$ cat src/sfc_pkg.sv
// Package: types and constants for the script flow-control block
package sfc_pkg;
    // Program counter covers up to 99 stored commands
    localparam int SFC_PC_W = 7;
    localparam logic [SFC_PC_W-1:0] SFC_PC_STEP = 7'h01;
    localparam logic [SFC_PC_W-1:0] SFC_PC_ZERO = 7'h00;
    // Label letters a..z and A..Z
    localparam int SFC_NUM_LABELS = 52;
    localparam int SFC_SLOT_W = 6;
    localparam logic [7:0] SFC_CH_LA = 8'h61;
    localparam logic [7:0] SFC_CH_LZ = 8'h7A;
    localparam logic [7:0] SFC_CH_UA = 8'h41;
    localparam logic [7:0] SFC_CH_UZ = 8'h5A;
    localparam logic [7:0] SFC_UPPER_BASE = 8'h1A;
    // Digital user inputs 1..8
    localparam int SFC_UIN_N = 8;
    localparam logic [7:0] SFC_UIN_FIRST = 8'h01;
    localparam logic [7:0] SFC_UIN_LAST = 8'h08;
    // Flags
    localparam int SFC_FLAG_W = 64;
    localparam logic [7:0] SFC_FLAG_LIMIT = 8'h40;
    // Analog input in millivolts, 0..5000
    localparam int SFC_MV_W = 13;
    localparam logic [31:0] SFC_ANALOG_MAX_MV = 32'h0000_1388;
    // Operand and counter width; top bit must stay clear (0..2^31-1)
    localparam int SFC_VAL_W = 32;
    localparam int SFC_VAL_MSB = 31;
    localparam logic [31:0] SFC_VAL_ZERO = 32'h0000_0000;
    localparam logic [31:0] SFC_VAL_ONE = 32'h0000_0001;
    localparam logic [31:0] SFC_VAL_TWO = 32'h0000_0002;
    // Millisecond tick derived from the 250 MHz clock
    localparam int SFC_CLK_PERIOD_PS = 4000;
    localparam int SFC_TICK_PERIOD_MS = 1;
    localparam int SFC_PS_PER_MS = 1000000000;
    localparam int SFC_TICK_CYCLES =
        (SFC_TICK_PERIOD_MS * SFC_PS_PER_MS) / SFC_CLK_PERIOD_PS;
    localparam int SFC_TICK_CNT_W = 18;

    typedef enum logic [3:0] {
        SFC_OP_LABEL,
        SFC_OP_UNCOND_JUMP,
        SFC_OP_FLAG_JUMP,
        SFC_OP_INPUT_JUMP,
        SFC_OP_ANALOG_GT,
        SFC_OP_ANALOG_LT,
        SFC_OP_COUNT_LT,
        SFC_OP_COUNT_EQ,
        SFC_OP_COUNT_GT,
        SFC_OP_POS_LT,
        SFC_OP_POS_EQ,
        SFC_OP_POS_GT,
        SFC_OP_GROUP_START,
        SFC_OP_GROUP_END,
        SFC_OP_MS_DELAY
    } sfc_op_t;

    // One decoded script command, operand already resolved from variables
    typedef struct packed {
        sfc_op_t op;
        logic [7:0] label;
        logic negate;
        logic [7:0] index;
        logic [SFC_VAL_W-1:0] operand;
        logic [SFC_PC_W-1:0] pc;
    } sfc_cmd_t;

    // Label definition from the script loader
    typedef struct packed {
        logic valid;
        logic [7:0] label;
        logic [SFC_PC_W-1:0] pc;
    } sfc_label_def_t;

    typedef struct packed {
        logic def;
        logic [SFC_PC_W-1:0] pc;
    } sfc_label_ent_t;

    // Answer to each command
    typedef struct packed {
        logic valid;
        logic err;
        logic jumped;
        logic [SFC_PC_W-1:0] next_pc;
    } sfc_resp_t;
endpackage

$ cat src/sfc_ms_tick.sv
// Free-running millisecond tick generator
`timescale 1ns/1ns
module sfc_ms_tick
    import sfc_pkg::*;
#(
    parameter int TICK_CYCLES = SFC_TICK_CYCLES
) (
    input wire logic clk,
    input wire logic rstn,
    output logic tick
);
    localparam logic [SFC_TICK_CNT_W-1:0] TICK_LAST =
        SFC_TICK_CNT_W'(TICK_CYCLES - 1);
    localparam logic [SFC_TICK_CNT_W-1:0] CNT_ONE = 18'h00001;

    typedef struct packed {
        logic [SFC_TICK_CNT_W-1:0] cnt;
        logic tick;
    } sfc_tick_state_t;

    sfc_tick_state_t s_r;
    sfc_tick_state_t s_nxt;

    // Never stops, so a delay can start anywhere inside a tick period
    always_comb begin
        s_nxt = s_r;
        s_nxt.tick = 1'b0;
        if (s_r.cnt == TICK_LAST) begin
            s_nxt.cnt = '0;
            s_nxt.tick = 1'b1;
        end else begin
            s_nxt.cnt = s_r.cnt + CNT_ONE;
        end
    end

    always_ff @(posedge clk or negedge rstn) begin
        if (!rstn) begin
            s_r <= '0;
        end else begin
            s_r <= s_nxt;
        end
    end

    assign tick = s_r.tick;
endmodule

$ cat src/sfc_flow_ctrl.sv
// Script flow control: labels, jumps, repeat groups and ms delays
`timescale 1ns/1ns
// Notes on behaviour
// A script may define a label named by one upper- or lower-case letter.
// An unconditional jump always continues after the named label.
// A conditional jump goes to the label only when its test is true.
// The flag jump branches on a set flag, its negated form on a clear one.
// The input jump branches when user input 1..8 reads true.
// Analog jumps branch on input strictly above or below 0..5000 mV.
// Counter jumps branch on less, equal or greater against 0..2^31-1.
// Position jumps compare the syringe step position within its limits.
// A label with a backward jump repeats until a conditional jump exits.
// Group start marks a group that group end with count n runs n times.
// A group end count of zero repeats the group without end.
// The delay pauses n ms, 1..2^31-1, before the next command runs.
// The delay counts down on a free-running 1 ms tick, so may run short.
// A writer needing a sure minimum pause adds one to the delay count.
// The counter tested by counter jumps is accumulator zero.
// A jump to an undefined label reports an error and stops the script.
module sfc_flow_ctrl
    import sfc_pkg::*;
#(
    parameter int TICK_CYCLES = SFC_TICK_CYCLES
) (
    input wire logic clk,
    input wire logic rstn,
    input wire logic script_clear,
    input wire sfc_label_def_t label_def,
    input wire logic cmd_valid,
    input wire sfc_cmd_t cmd,
    output logic cmd_ready,
    output sfc_resp_t resp,
    output logic halted,
    input wire logic [SFC_FLAG_W-1:0] flags,
    input wire logic [SFC_UIN_N-1:0] user_in,
    input wire logic [SFC_MV_W-1:0] analog_mv,
    input wire logic [SFC_VAL_W-1:0] acc0,
    input wire logic [SFC_VAL_W-1:0] position,
    input wire logic [SFC_VAL_W-1:0] pos_lower,
    input wire logic [SFC_VAL_W-1:0] pos_upper
);
    typedef struct packed {
        sfc_label_ent_t [SFC_NUM_LABELS-1:0] labels;
        logic [SFC_UIN_N-1:0] uin_s1;
        logic [SFC_UIN_N-1:0] uin_s2;
        logic loop_act;
        logic loop_counting;
        logic [SFC_PC_W-1:0] loop_pc;
        logic [SFC_VAL_W-1:0] loop_left;
        logic delay_act;
        logic [SFC_PC_W-1:0] delay_pc;
        logic [SFC_VAL_W-1:0] delay_left;
        logic ready;
        logic halted;
        sfc_resp_t resp;
    } sfc_state_t;

    sfc_state_t s_r;
    sfc_state_t s_nxt;
    logic tick;
    logic take;
    logic is_jump;
    logic cond;
    logic bad_arg;
    logic [SFC_SLOT_W:0] slot;
    sfc_label_ent_t ent;
    logic [SFC_SLOT_W:0] def_slot;
    logic [SFC_VAL_W-1:0] mv_ext;
    logic [SFC_PC_W-1:0] seq_pc;

    // Maps a label letter to its table slot; top bit says the letter is legal
    function automatic logic [SFC_SLOT_W:0] sfc_label_slot(
        input logic [7:0] ch
    );
        logic [7:0] idx;
        idx = 8'h00;
        if (ch >= SFC_CH_LA && ch <= SFC_CH_LZ) begin
            idx = ch - SFC_CH_LA;
            return {1'b1, idx[SFC_SLOT_W-1:0]};
        end else if (ch >= SFC_CH_UA && ch <= SFC_CH_UZ) begin
            idx = ch - SFC_CH_UA + SFC_UPPER_BASE;
            return {1'b1, idx[SFC_SLOT_W-1:0]};
        end
        return '0;
    endfunction

    sfc_ms_tick #(
        .TICK_CYCLES(TICK_CYCLES)
    ) u_tick (
        .clk(clk),
        .rstn(rstn),
        .tick(tick)
    );

    assign take = cmd_valid && s_r.ready;
    assign slot = sfc_label_slot(cmd.label);
    assign ent = s_r.labels[slot[SFC_SLOT_W-1:0]];
    assign def_slot = sfc_label_slot(label_def.label);
    assign mv_ext = SFC_VAL_W'(analog_mv);
    assign seq_pc = cmd.pc + SFC_PC_STEP;

    // Condition decode for every jump type
    always_comb begin
        is_jump = 1'b1;
        cond = 1'b0;
        bad_arg = 1'b0;
        unique case (cmd.op)
            // always taken
            SFC_OP_UNCOND_JUMP: begin
                cond = 1'b1;
            end
            // flag set or clear
            SFC_OP_FLAG_JUMP: begin
                bad_arg = cmd.index >= SFC_FLAG_LIMIT;
                if (!bad_arg) begin
                    cond = flags[cmd.index[5:0]] ^ cmd.negate;
                end
            end
            // synchronised user input
            SFC_OP_INPUT_JUMP: begin
                bad_arg = cmd.index < SFC_UIN_FIRST ||
                    cmd.index > SFC_UIN_LAST;
                if (!bad_arg) begin
                    cond = s_r.uin_s2[3'(cmd.index - SFC_UIN_FIRST)];
                end
            end
            // strict analog compare
            SFC_OP_ANALOG_GT, SFC_OP_ANALOG_LT: begin
                bad_arg = cmd.operand > SFC_ANALOG_MAX_MV;
                cond = (cmd.op == SFC_OP_ANALOG_GT) ?
                    (mv_ext > cmd.operand) : (mv_ext < cmd.operand);
            end
            // accumulator zero compare
            SFC_OP_COUNT_LT, SFC_OP_COUNT_EQ, SFC_OP_COUNT_GT: begin
                bad_arg = cmd.operand[SFC_VAL_MSB];
                cond = (cmd.op == SFC_OP_COUNT_LT) ? (acc0 < cmd.operand) :
                    (cmd.op == SFC_OP_COUNT_EQ) ? (acc0 == cmd.operand) :
                    (acc0 > cmd.operand);
            end
            // position within limits
            SFC_OP_POS_LT, SFC_OP_POS_EQ, SFC_OP_POS_GT: begin
                bad_arg = cmd.operand < pos_lower ||
                    cmd.operand > pos_upper;
                cond = (cmd.op == SFC_OP_POS_LT) ?
                    (position < cmd.operand) :
                    (cmd.op == SFC_OP_POS_EQ) ?
                    (position == cmd.operand) :
                    (position > cmd.operand);
            end
            default: begin
                is_jump = 1'b0;
            end
        endcase
        // false test falls through
        if (bad_arg) begin
            cond = 1'b0;
        end
    end

    // Next state: one command at a time; delay holds off the next one
    always_comb begin
        s_nxt = s_r;
        s_nxt.resp.valid = 1'b0;
        s_nxt.resp.err = 1'b0;
        s_nxt.resp.jumped = 1'b0;
        // Two stages before any logic looks at the pins
        s_nxt.uin_s1 = user_in;
        s_nxt.uin_s2 = s_r.uin_s1;
        // Only reset leaves ready low with no halt and no delay pending
        if (!s_r.ready && !s_r.halted && !s_r.delay_act) begin
            s_nxt.ready = 1'b1;
        end

        // countdown on shared tick
        if (s_r.delay_act && tick) begin
            if (s_r.delay_left <= SFC_VAL_ONE) begin
                s_nxt.delay_act = 1'b0;
                s_nxt.delay_left = SFC_VAL_ZERO;
                s_nxt.ready = 1'b1;
                s_nxt.resp.valid = 1'b1;
                s_nxt.resp.next_pc = s_r.delay_pc + SFC_PC_STEP;
            end else begin
                s_nxt.delay_left = s_r.delay_left - SFC_VAL_ONE;
            end
        end

        if (take) begin
            s_nxt.resp.valid = 1'b1;
            s_nxt.resp.next_pc = seq_pc;
            if (is_jump) begin
                if (bad_arg) begin
                    s_nxt.resp.err = 1'b1;
                end else if (cond) begin
                    // undefined label stops
                    if (!slot[SFC_SLOT_W] || !ent.def) begin
                        s_nxt.resp.err = 1'b1;
                    end else begin
                        // backward jumps loop freely
                        s_nxt.resp.jumped = 1'b1;
                        s_nxt.resp.next_pc = ent.pc + SFC_PC_STEP;
                    end
                end
            end else begin
                unique case (cmd.op)
                    // record label position
                    SFC_OP_LABEL: begin
                        if (slot[SFC_SLOT_W]) begin
                            s_nxt.labels[slot[SFC_SLOT_W-1:0]] =
                                '{def: 1'b1, pc: cmd.pc};
                        end else begin
                            s_nxt.resp.err = 1'b1;
                        end
                    end
                    // mark group start
                    SFC_OP_GROUP_START: begin
                        s_nxt.loop_act = 1'b1;
                        s_nxt.loop_counting = 1'b0;
                        s_nxt.loop_pc = cmd.pc;
                    end
                    SFC_OP_GROUP_END: begin
                        if (!s_r.loop_act || cmd.operand[SFC_VAL_MSB]) begin
                            s_nxt.resp.err = 1'b1;
                        // zero count never ends
                        end else if (cmd.operand == SFC_VAL_ZERO) begin
                            s_nxt.resp.jumped = 1'b1;
                            s_nxt.resp.next_pc = s_r.loop_pc + SFC_PC_STEP;
                        // run group n times
                        end else if (!s_r.loop_counting) begin
                            if (cmd.operand > SFC_VAL_ONE) begin
                                s_nxt.loop_counting = 1'b1;
                                s_nxt.loop_left = cmd.operand - SFC_VAL_TWO;
                                s_nxt.resp.jumped = 1'b1;
                                s_nxt.resp.next_pc =
                                    s_r.loop_pc + SFC_PC_STEP;
                            end else begin
                                s_nxt.loop_act = 1'b0;
                            end
                        end else if (s_r.loop_left != SFC_VAL_ZERO) begin
                            s_nxt.loop_left = s_r.loop_left - SFC_VAL_ONE;
                            s_nxt.resp.jumped = 1'b1;
                            s_nxt.resp.next_pc = s_r.loop_pc + SFC_PC_STEP;
                        end else begin
                            s_nxt.loop_act = 1'b0;
                            s_nxt.loop_counting = 1'b0;
                        end
                    end
                    // start the pause; answer comes at the end
                    SFC_OP_MS_DELAY: begin
                        if (cmd.operand == SFC_VAL_ZERO ||
                            cmd.operand[SFC_VAL_MSB]) begin
                            s_nxt.resp.err = 1'b1;
                        end else begin
                            s_nxt.resp.valid = 1'b0;
                            s_nxt.ready = 1'b0;
                            s_nxt.delay_act = 1'b1;
                            s_nxt.delay_pc = cmd.pc;
                            s_nxt.delay_left = cmd.operand;
                        end
                    end
                    default: begin
                        s_nxt.resp.err = 1'b1;
                    end
                endcase
            end
            // stop after any error
            if (s_nxt.resp.err) begin
                s_nxt.halted = 1'b1;
                s_nxt.ready = 1'b0;
                s_nxt.resp.next_pc = cmd.pc;
            end
        end

        // Loader defines labels ahead so forward jumps resolve
        if (label_def.valid && def_slot[SFC_SLOT_W]) begin
            s_nxt.labels[def_slot[SFC_SLOT_W-1:0]] =
                '{def: 1'b1, pc: label_def.pc};
        end

        // New script wipes labels, loop and any pending delay
        if (script_clear) begin
            s_nxt.labels = '0;
            s_nxt.loop_act = 1'b0;
            s_nxt.loop_counting = 1'b0;
            s_nxt.loop_left = SFC_VAL_ZERO;
            s_nxt.delay_act = 1'b0;
            s_nxt.delay_left = SFC_VAL_ZERO;
            s_nxt.halted = 1'b0;
            s_nxt.ready = 1'b1;
            s_nxt.resp.valid = 1'b0;
            s_nxt.resp.next_pc = SFC_PC_ZERO;
        end
    end

    // One register for all state; ready comes up one edge after reset
    always_ff @(posedge clk or negedge rstn) begin
        if (!rstn) begin
            s_r <= '0;
        end else begin
            s_r <= s_nxt;
        end
    end

    assign cmd_ready = s_r.ready;
    assign resp = s_r.resp;
    assign halted = s_r.halted;
endmodule

$ cat config.mk
export PLATFORM = sky130hd
export DESIGN_NAME = sfc_flow_ctrl
export DESIGN_NICKNAME = d
export VERILOG_FILES = /design/src/sfc_pkg.sv /design/src/sfc_ms_tick.sv /design/src/sfc_flow_ctrl.sv
export SDC_FILE = /design/constraint.sdc
export NUM_CORES = 2
export LEC_CHECK = 0
export BUFFER_PORTS_ARGS = -buffer_cell sky130_fd_sc_hd__buf_2
export CAP_MARGIN = 20
export CELL_PAD_IN_SITES_DETAIL_PLACEMENT = 0
export CELL_PAD_IN_SITES_GLOBAL_PLACEMENT = 2
export CORE_ASPECT_RATIO = 0.75
export CORE_MARGIN = 2
export CORE_UTILIZATION = 41
export DETAILED_ROUTE_END_ITERATION = 10
export PLACE_DENSITY_LB_ADDON = 0.1
export SLEW_MARGIN = 30
export SYNTH_ARGS = -nofsm -noshare
export SYNTH_HDL_FRONTEND = slang
export SYNTH_SLANG_ARGS = --single-unit
$ cat constraint.sdc
create_clock -name clk -period 7.2 [get_ports clk]
set_input_delay 1.44 -clock clk [delete_from_list [all_inputs] [get_ports clk]]
set_output_delay 1.44 -clock clk [all_outputs]
set_load 0.02 [all_outputs]
# ---- After elaboration in Yosys (flattened, before gate mapping)
# Cells that the tools add are included.
dict set report op_classes {
  n_lt_le_gt_ge 28
  mux 94
  n_eq_ne 25
  reduce_logical 43
  bitwise 3
  addsub 15
}
# operator count
set op_table {}
lappend op_table {{2-to-1 mux 416 bit} 6}
lappend op_table {{bitwise mux 416 bit} 2}
lappend op_table {{2-to-1 mux 32 bit} 7}
lappend op_table {{demux 8 bit (select 6 bit)} 2}
lappend op_table {{greater-than comparator 32 bit} 3}
lappend op_table {{< comparator 32 bit} 3}
lappend op_table {{2-to-1 mux 93 bit} 1}
lappend op_table {{2-to-1 mux 8 bit} 11}
lappend op_table {{2-to-1 mux 41 bit} 2}
lappend op_table {{2-to-1 mux 82 bit} 1}
lappend op_table {{2-to-1 mux 7 bit} 11}
lappend op_table {{2-to-1 mux 33 bit} 2}
lappend op_table {{equality test 32 bit} 2}
lappend op_table {{subtractor 32 x 1 -> 32 bit (second input constant)} 2}
lappend op_table {{binary-select mux 8 bit (select 6 bit)} 1}
lappend op_table {{>= comparator 8 x 7 -> 1 bit (second input constant)} 5}
lappend op_table {{2-to-1 mux 35 bit} 1}
lappend op_table {{greater-than comparator 13 x 32 -> 1 bit} 1}
lappend op_table {{greater-than comparator 32 x 1 -> 1 bit (second input constant)} 1}
lappend op_table {{greater-than comparator 32 x 13 -> 1 bit (second input constant)} 1}
lappend op_table {{less-or-equal comparator 32 x 1 -> 1 bit (second input constant)} 1}
lappend op_table {{less-or-equal comparator 8 x 7 -> 1 bit (second input constant)} 4}
lappend op_table {{zero test 32 bit} 1}
lappend op_table {{< comparator 13 x 32 -> 1 bit} 1}
lappend op_table {{other kinds (48)} 136}
dict set report totals {
  reg_bits 544
  word_cells 329
}

# ---- Longest topological paths before layout
dict set report logic_depth {
  word_depth 17
  mapped_depth 22
  depth_no_buf 16
}

# ---- Hierarchy
# Synthesis repeated with hierarchy kept, for this count alone.
dict set report hier_totals {
  hier_cells 4261
  hier_area_um2 37796.2
}
# mod seq_area_each_um2 cells_each n_inst area_each_um2
set by_module_without_submodules {}
lappend by_module_without_submodules {sfc_flow_ctrl 13137.6 4174 1 36916.7}
lappend by_module_without_submodules {sfc_ms_tick 475.5 87 1 879.6}

# ---- Least setup slack after synthesis
# No wires, ideal clock.
dict set report synth_path {
  path_kind {input port to flip-flop}
  startpoint {input cmd[48] (netlist bit)}
  endpoint {register s_r, in the netlist resp[5]}
  setup_slack_ns 1.893
  cell_stages 17
  t_arrival_ns 5.180
  n_path_buf 4
  setup_time_ns 0.127
  path_cell_list {inv_1 clkbuf_1 ha_1 nand4_1 nor3_2 or4_1 buf_2 and3_1 buf_4 o22ai_1 or4_1 a2111o_1 or4_1 buf_2 a311o_1 and4b_1 nor4_1}
}
dict set report synth_via {
  elab_chain_len 17
}
# item line
set synth_lines {}
lappend synth_lines {{from (decl)} sfc_flow_ctrl.sv:30} ;# input wire sfc_cmd_t cmd,
lappend synth_lines {{subtractor 6 x 1 -> 6 bit (tied with other cells)} sfc_flow_ctrl.sv:81} ;# idx = ch - SFC_CH_UA + SFC_UPPER_BASE;
lappend synth_lines {{adder 6 x 5 -> 6 bit / logical AND 1 bit (equally long branches)} {sfc_flow_ctrl.sv:81, sfc_flow_ctrl.sv:80}}
lappend synth_lines {{2-to-1 mux 7 bit / 2-to-1 mux 1 bit (equally long branches)} sfc_flow_ctrl.sv:80} ;# end else if (ch >= SFC_CH_UA && ch <= SFC_CH_UZ) begin
lappend synth_lines {{2-to-1 mux 7 bit / 2-to-1 mux 1 bit (equally long branches)} sfc_flow_ctrl.sv:77} ;# if (ch >= SFC_CH_LA && ch <= SFC_CH_LZ) begin
lappend synth_lines {{2-to-1 mux 7 bit *} sfc_flow_ctrl.sv:84} ;# return '0;
lappend synth_lines {{branches (longest 7 deep; another with adder 7 x 1 -> 7 bit)} -}
lappend synth_lines {{2-to-1 mux 9 bit *} sfc_flow_ctrl.sv:190} ;# if (is_jump) begin
lappend synth_lines {{2-to-1 mux 9 bit *} sfc_flow_ctrl.sv:187} ;# if (take) begin
lappend synth_lines {{2-to-1 mux 7 bit *} sfc_flow_ctrl.sv:266} ;# if (s_nxt.resp.err) begin
lappend synth_lines {{2-to-1 mux 93 bit *} sfc_flow_ctrl.sv:187}
lappend synth_lines {{2-to-1 mux 7 bit *} sfc_flow_ctrl.sv:280} ;# if (script_clear) begin
lappend synth_lines {{to (signal assigned)} sfc_flow_ctrl.sv:299} ;# s_r <= s_nxt;
lappend synth_lines {{to (decl)} sfc_flow_ctrl.sv:58} ;# sfc_state_t s_r;
# Every way passes the cells marked *. The select of a mux whose other input is x is not followed.
# A chain may end at the register's enable or synchronous reset.

# ---- Worst setup path in the final report
# Same ends and word-level chain as after synthesis.

==> out/results.txt <==
outcome: completed
# Post-CTS Setup Buffers: 0
min Tclk post-route: 5860 ps
fraction of layout cells with a size suffix above 1: 14.3%
via density per instance: 6.23
Initial Util: 41.3%
FMAX: 0.171 GHz
Max Cap Viol: 0
per-cell routed wire length: 29.1 microns
first-pass GRT wire length: 240 mm
total CTS buffers: 59
# IOs: 305
HP Class: register to register
post-synth top area share: 36.9%
final setup fails: 0
Gate Count Post-Synth: 4270
DRC Markers: 0
Final Max Tran Viols: 0
drt pass-1 iters: 7
final core utilization: 46.7%
Slew headroom: 24.8%
post-synthesis sequential area ratio: 36.9%
Clock Root Buffer: clkbuf_16
die width: 350 microns
Crit path required time: 7760 ps
core area: 0.0894 sq mm
CTS tree: yes
synth unique cells: 92
setup TNS: 0 ps
#FFs+latches synth: 544
cts hold-fix bufs: 0
yosys warns: 0
Post-synth EDFFs: 0
initial antenna violation count: 10
kind of critical path: input port to register
Placed Area: 0.0396 sq mm
Setup Skew: 17.1 ps
CTS HTree Levels: 2
drt total wl: 165 mm
Rows: 95
commonest non-fill, non-tap cell in the layout: nor2_1
crit path DAT: 6420 ps
Synth-to-Final Area Change: 13.2%
Port Buffer Count: 304
VDD IR-drop max: 180 uV
vias in the first global route: 33590
Die H: 264 microns
Worst-Margin Slew: 1120 ps
All-Layer GR Usage: 35.0%
largest net degree at the start of global routing: 157
async set or reset register ratio after synthesis: 100%
commonest cells after routing, fill and taps aside: nor2_1, dfrtp_1, nand2_1
worst-case clock buffer depth: 3
TritonCTS Sinks: 544
startpoint types: input port
Post-Synthesis Cell Area: 0.0369 sq mm
HP Start: s_nxt[100]
Worst setup EP type: register
Worst-Skew Late Latency: 660 ps
final hold viol count: 0
Placer Congestion: 1.03
PostCTS Resize Cnt: 0
synthesized area per cell: 8.64 sq um
Worst Path Max Fanout: 21
DR iter-0 viols: 4130
Vias: 35299
P per Cell Area: 185 mW/mm^2
Crit Reg-Reg Startpoint: s_r[36]
total nets after synthesis: 4721
top area cells in the synthesized netlist: dfrtp_1, mux2i_1, a211oi_1
P_leak: 0.0178 uW
CTS clk-pin slew, worst paths: 70 ps
fin crit share: 81.4%
Nets: 4853
crit path launch: cmd[48]
total grt overflow: 0
cell area after layout: 0.0418 sq mm
RSZ-0062 raised after global routing: false
die area: 0.0924 sq mm
Final HPWL DP: 114 mm
Pwr Total: 7730 uW
Most used DFF post-synth: dfrtp_1
post-synth top area cell: dfrtp_1
antenna-violating nets left: 0
## cell type report
cell class	instances	area, sq um
diodes	2	5.00
inverters	169	634
flip-flops and latches	544	13600
well taps	1212	1520
repair buffers	407	2410
fillers	8834	47600
clock buffers	77	1690
multi-input cells	3221	21500
clock inverters	33	437
## power by group
group          total, uW  internal, uW  switching [uW]
combinational       1200           363             841
clock               3400          1980            1420
sequential          3130          3090            34.6
## per-stage QoR
step	worst slack [ps]	hold slack, ps	std cells
final	1340	343	5665
after global routing	1280	350	5664
after detailed placement	949	335	5552
after global placement	991	333	5552
after CTS	1640	348	5662
after floorplan	1890	331	4270
## per-layer routing
| metal | up-vias | part of all wire (%) | global-route usage [%] |
|---|---|---|---|
| met5 | - | 0.041 | 0 |
| met2 | 1529 | 39 | 46.0 |
| met4 | 10 | 2.5 | 8.10 |
| met3 | 268 | 10 | 9.58 |
| met1 | 17554 | 49 | 55.4 |
| li1 | 15938 | - | - |
## synthesized netlist by cell type, types with 28 or more instances
cell type	number
nand4_1	48
mux2_2	40
xor2_1	32
a211oi_1	326
ha_1	158
nor4_1	48
inv_1	169
mux2i_1	348
nor3_1	58
nor2_1	619
o22ai_1	38
o21ai_0	112
or4_1	28
a31oi_1	46
xnor2_1	68
a311oi_1	85
a21oi_1	187
nand3_1	160
o211ai_1	30
clkbuf_1	272
buf_1	28
nand2_1	389
dfrtp_1	544
## registers in the layout (all words and copies together), names as in the netlist
register	cells
u_tick.s_r	18
resp	10
s_nxt	8
s_r	505
u_tick.tick	1
cmd_ready	1
halted	1
## critical path, cell delays in order
cell       delay (ps)
buf_4             140
inv_1              90
ha_1              230
and4_1            260
a2bb2oi_2         410
nor3_1            190
o21ai_4           870
buf_4             380
a2bb2oi_1         170
a31oi_1           150
nor4_1            750
o2111ai_1         370
nor3_1            490
a211oi_1          140
nor4_1            300
## final timing paths
check	to	slack, ps	depth (start not counted)
max reg2reg	resp[6]	2600	11
max	resp[5]	1340	15
min	s_r[100]	340	0
max in group asynchronous	s_r[463]	4960	3
min reg2reg	s_r[100]	340	0
min in group asynchronous	s_r[20]	830	1
## logic make-up after synthesis
logic type | count (synthesis) | synth area share (%)
compound gates | 1060 | 20.2
xor+xnor | 101 | 2.42
fa+ha+maj | 158 | 5.36
buf+inv | 505 | 5.38
flops | 544 | 36.9
mux | 403 | 11.6
simple gates | 1499 | 18.2
Power figures use the tool's default switching activity.
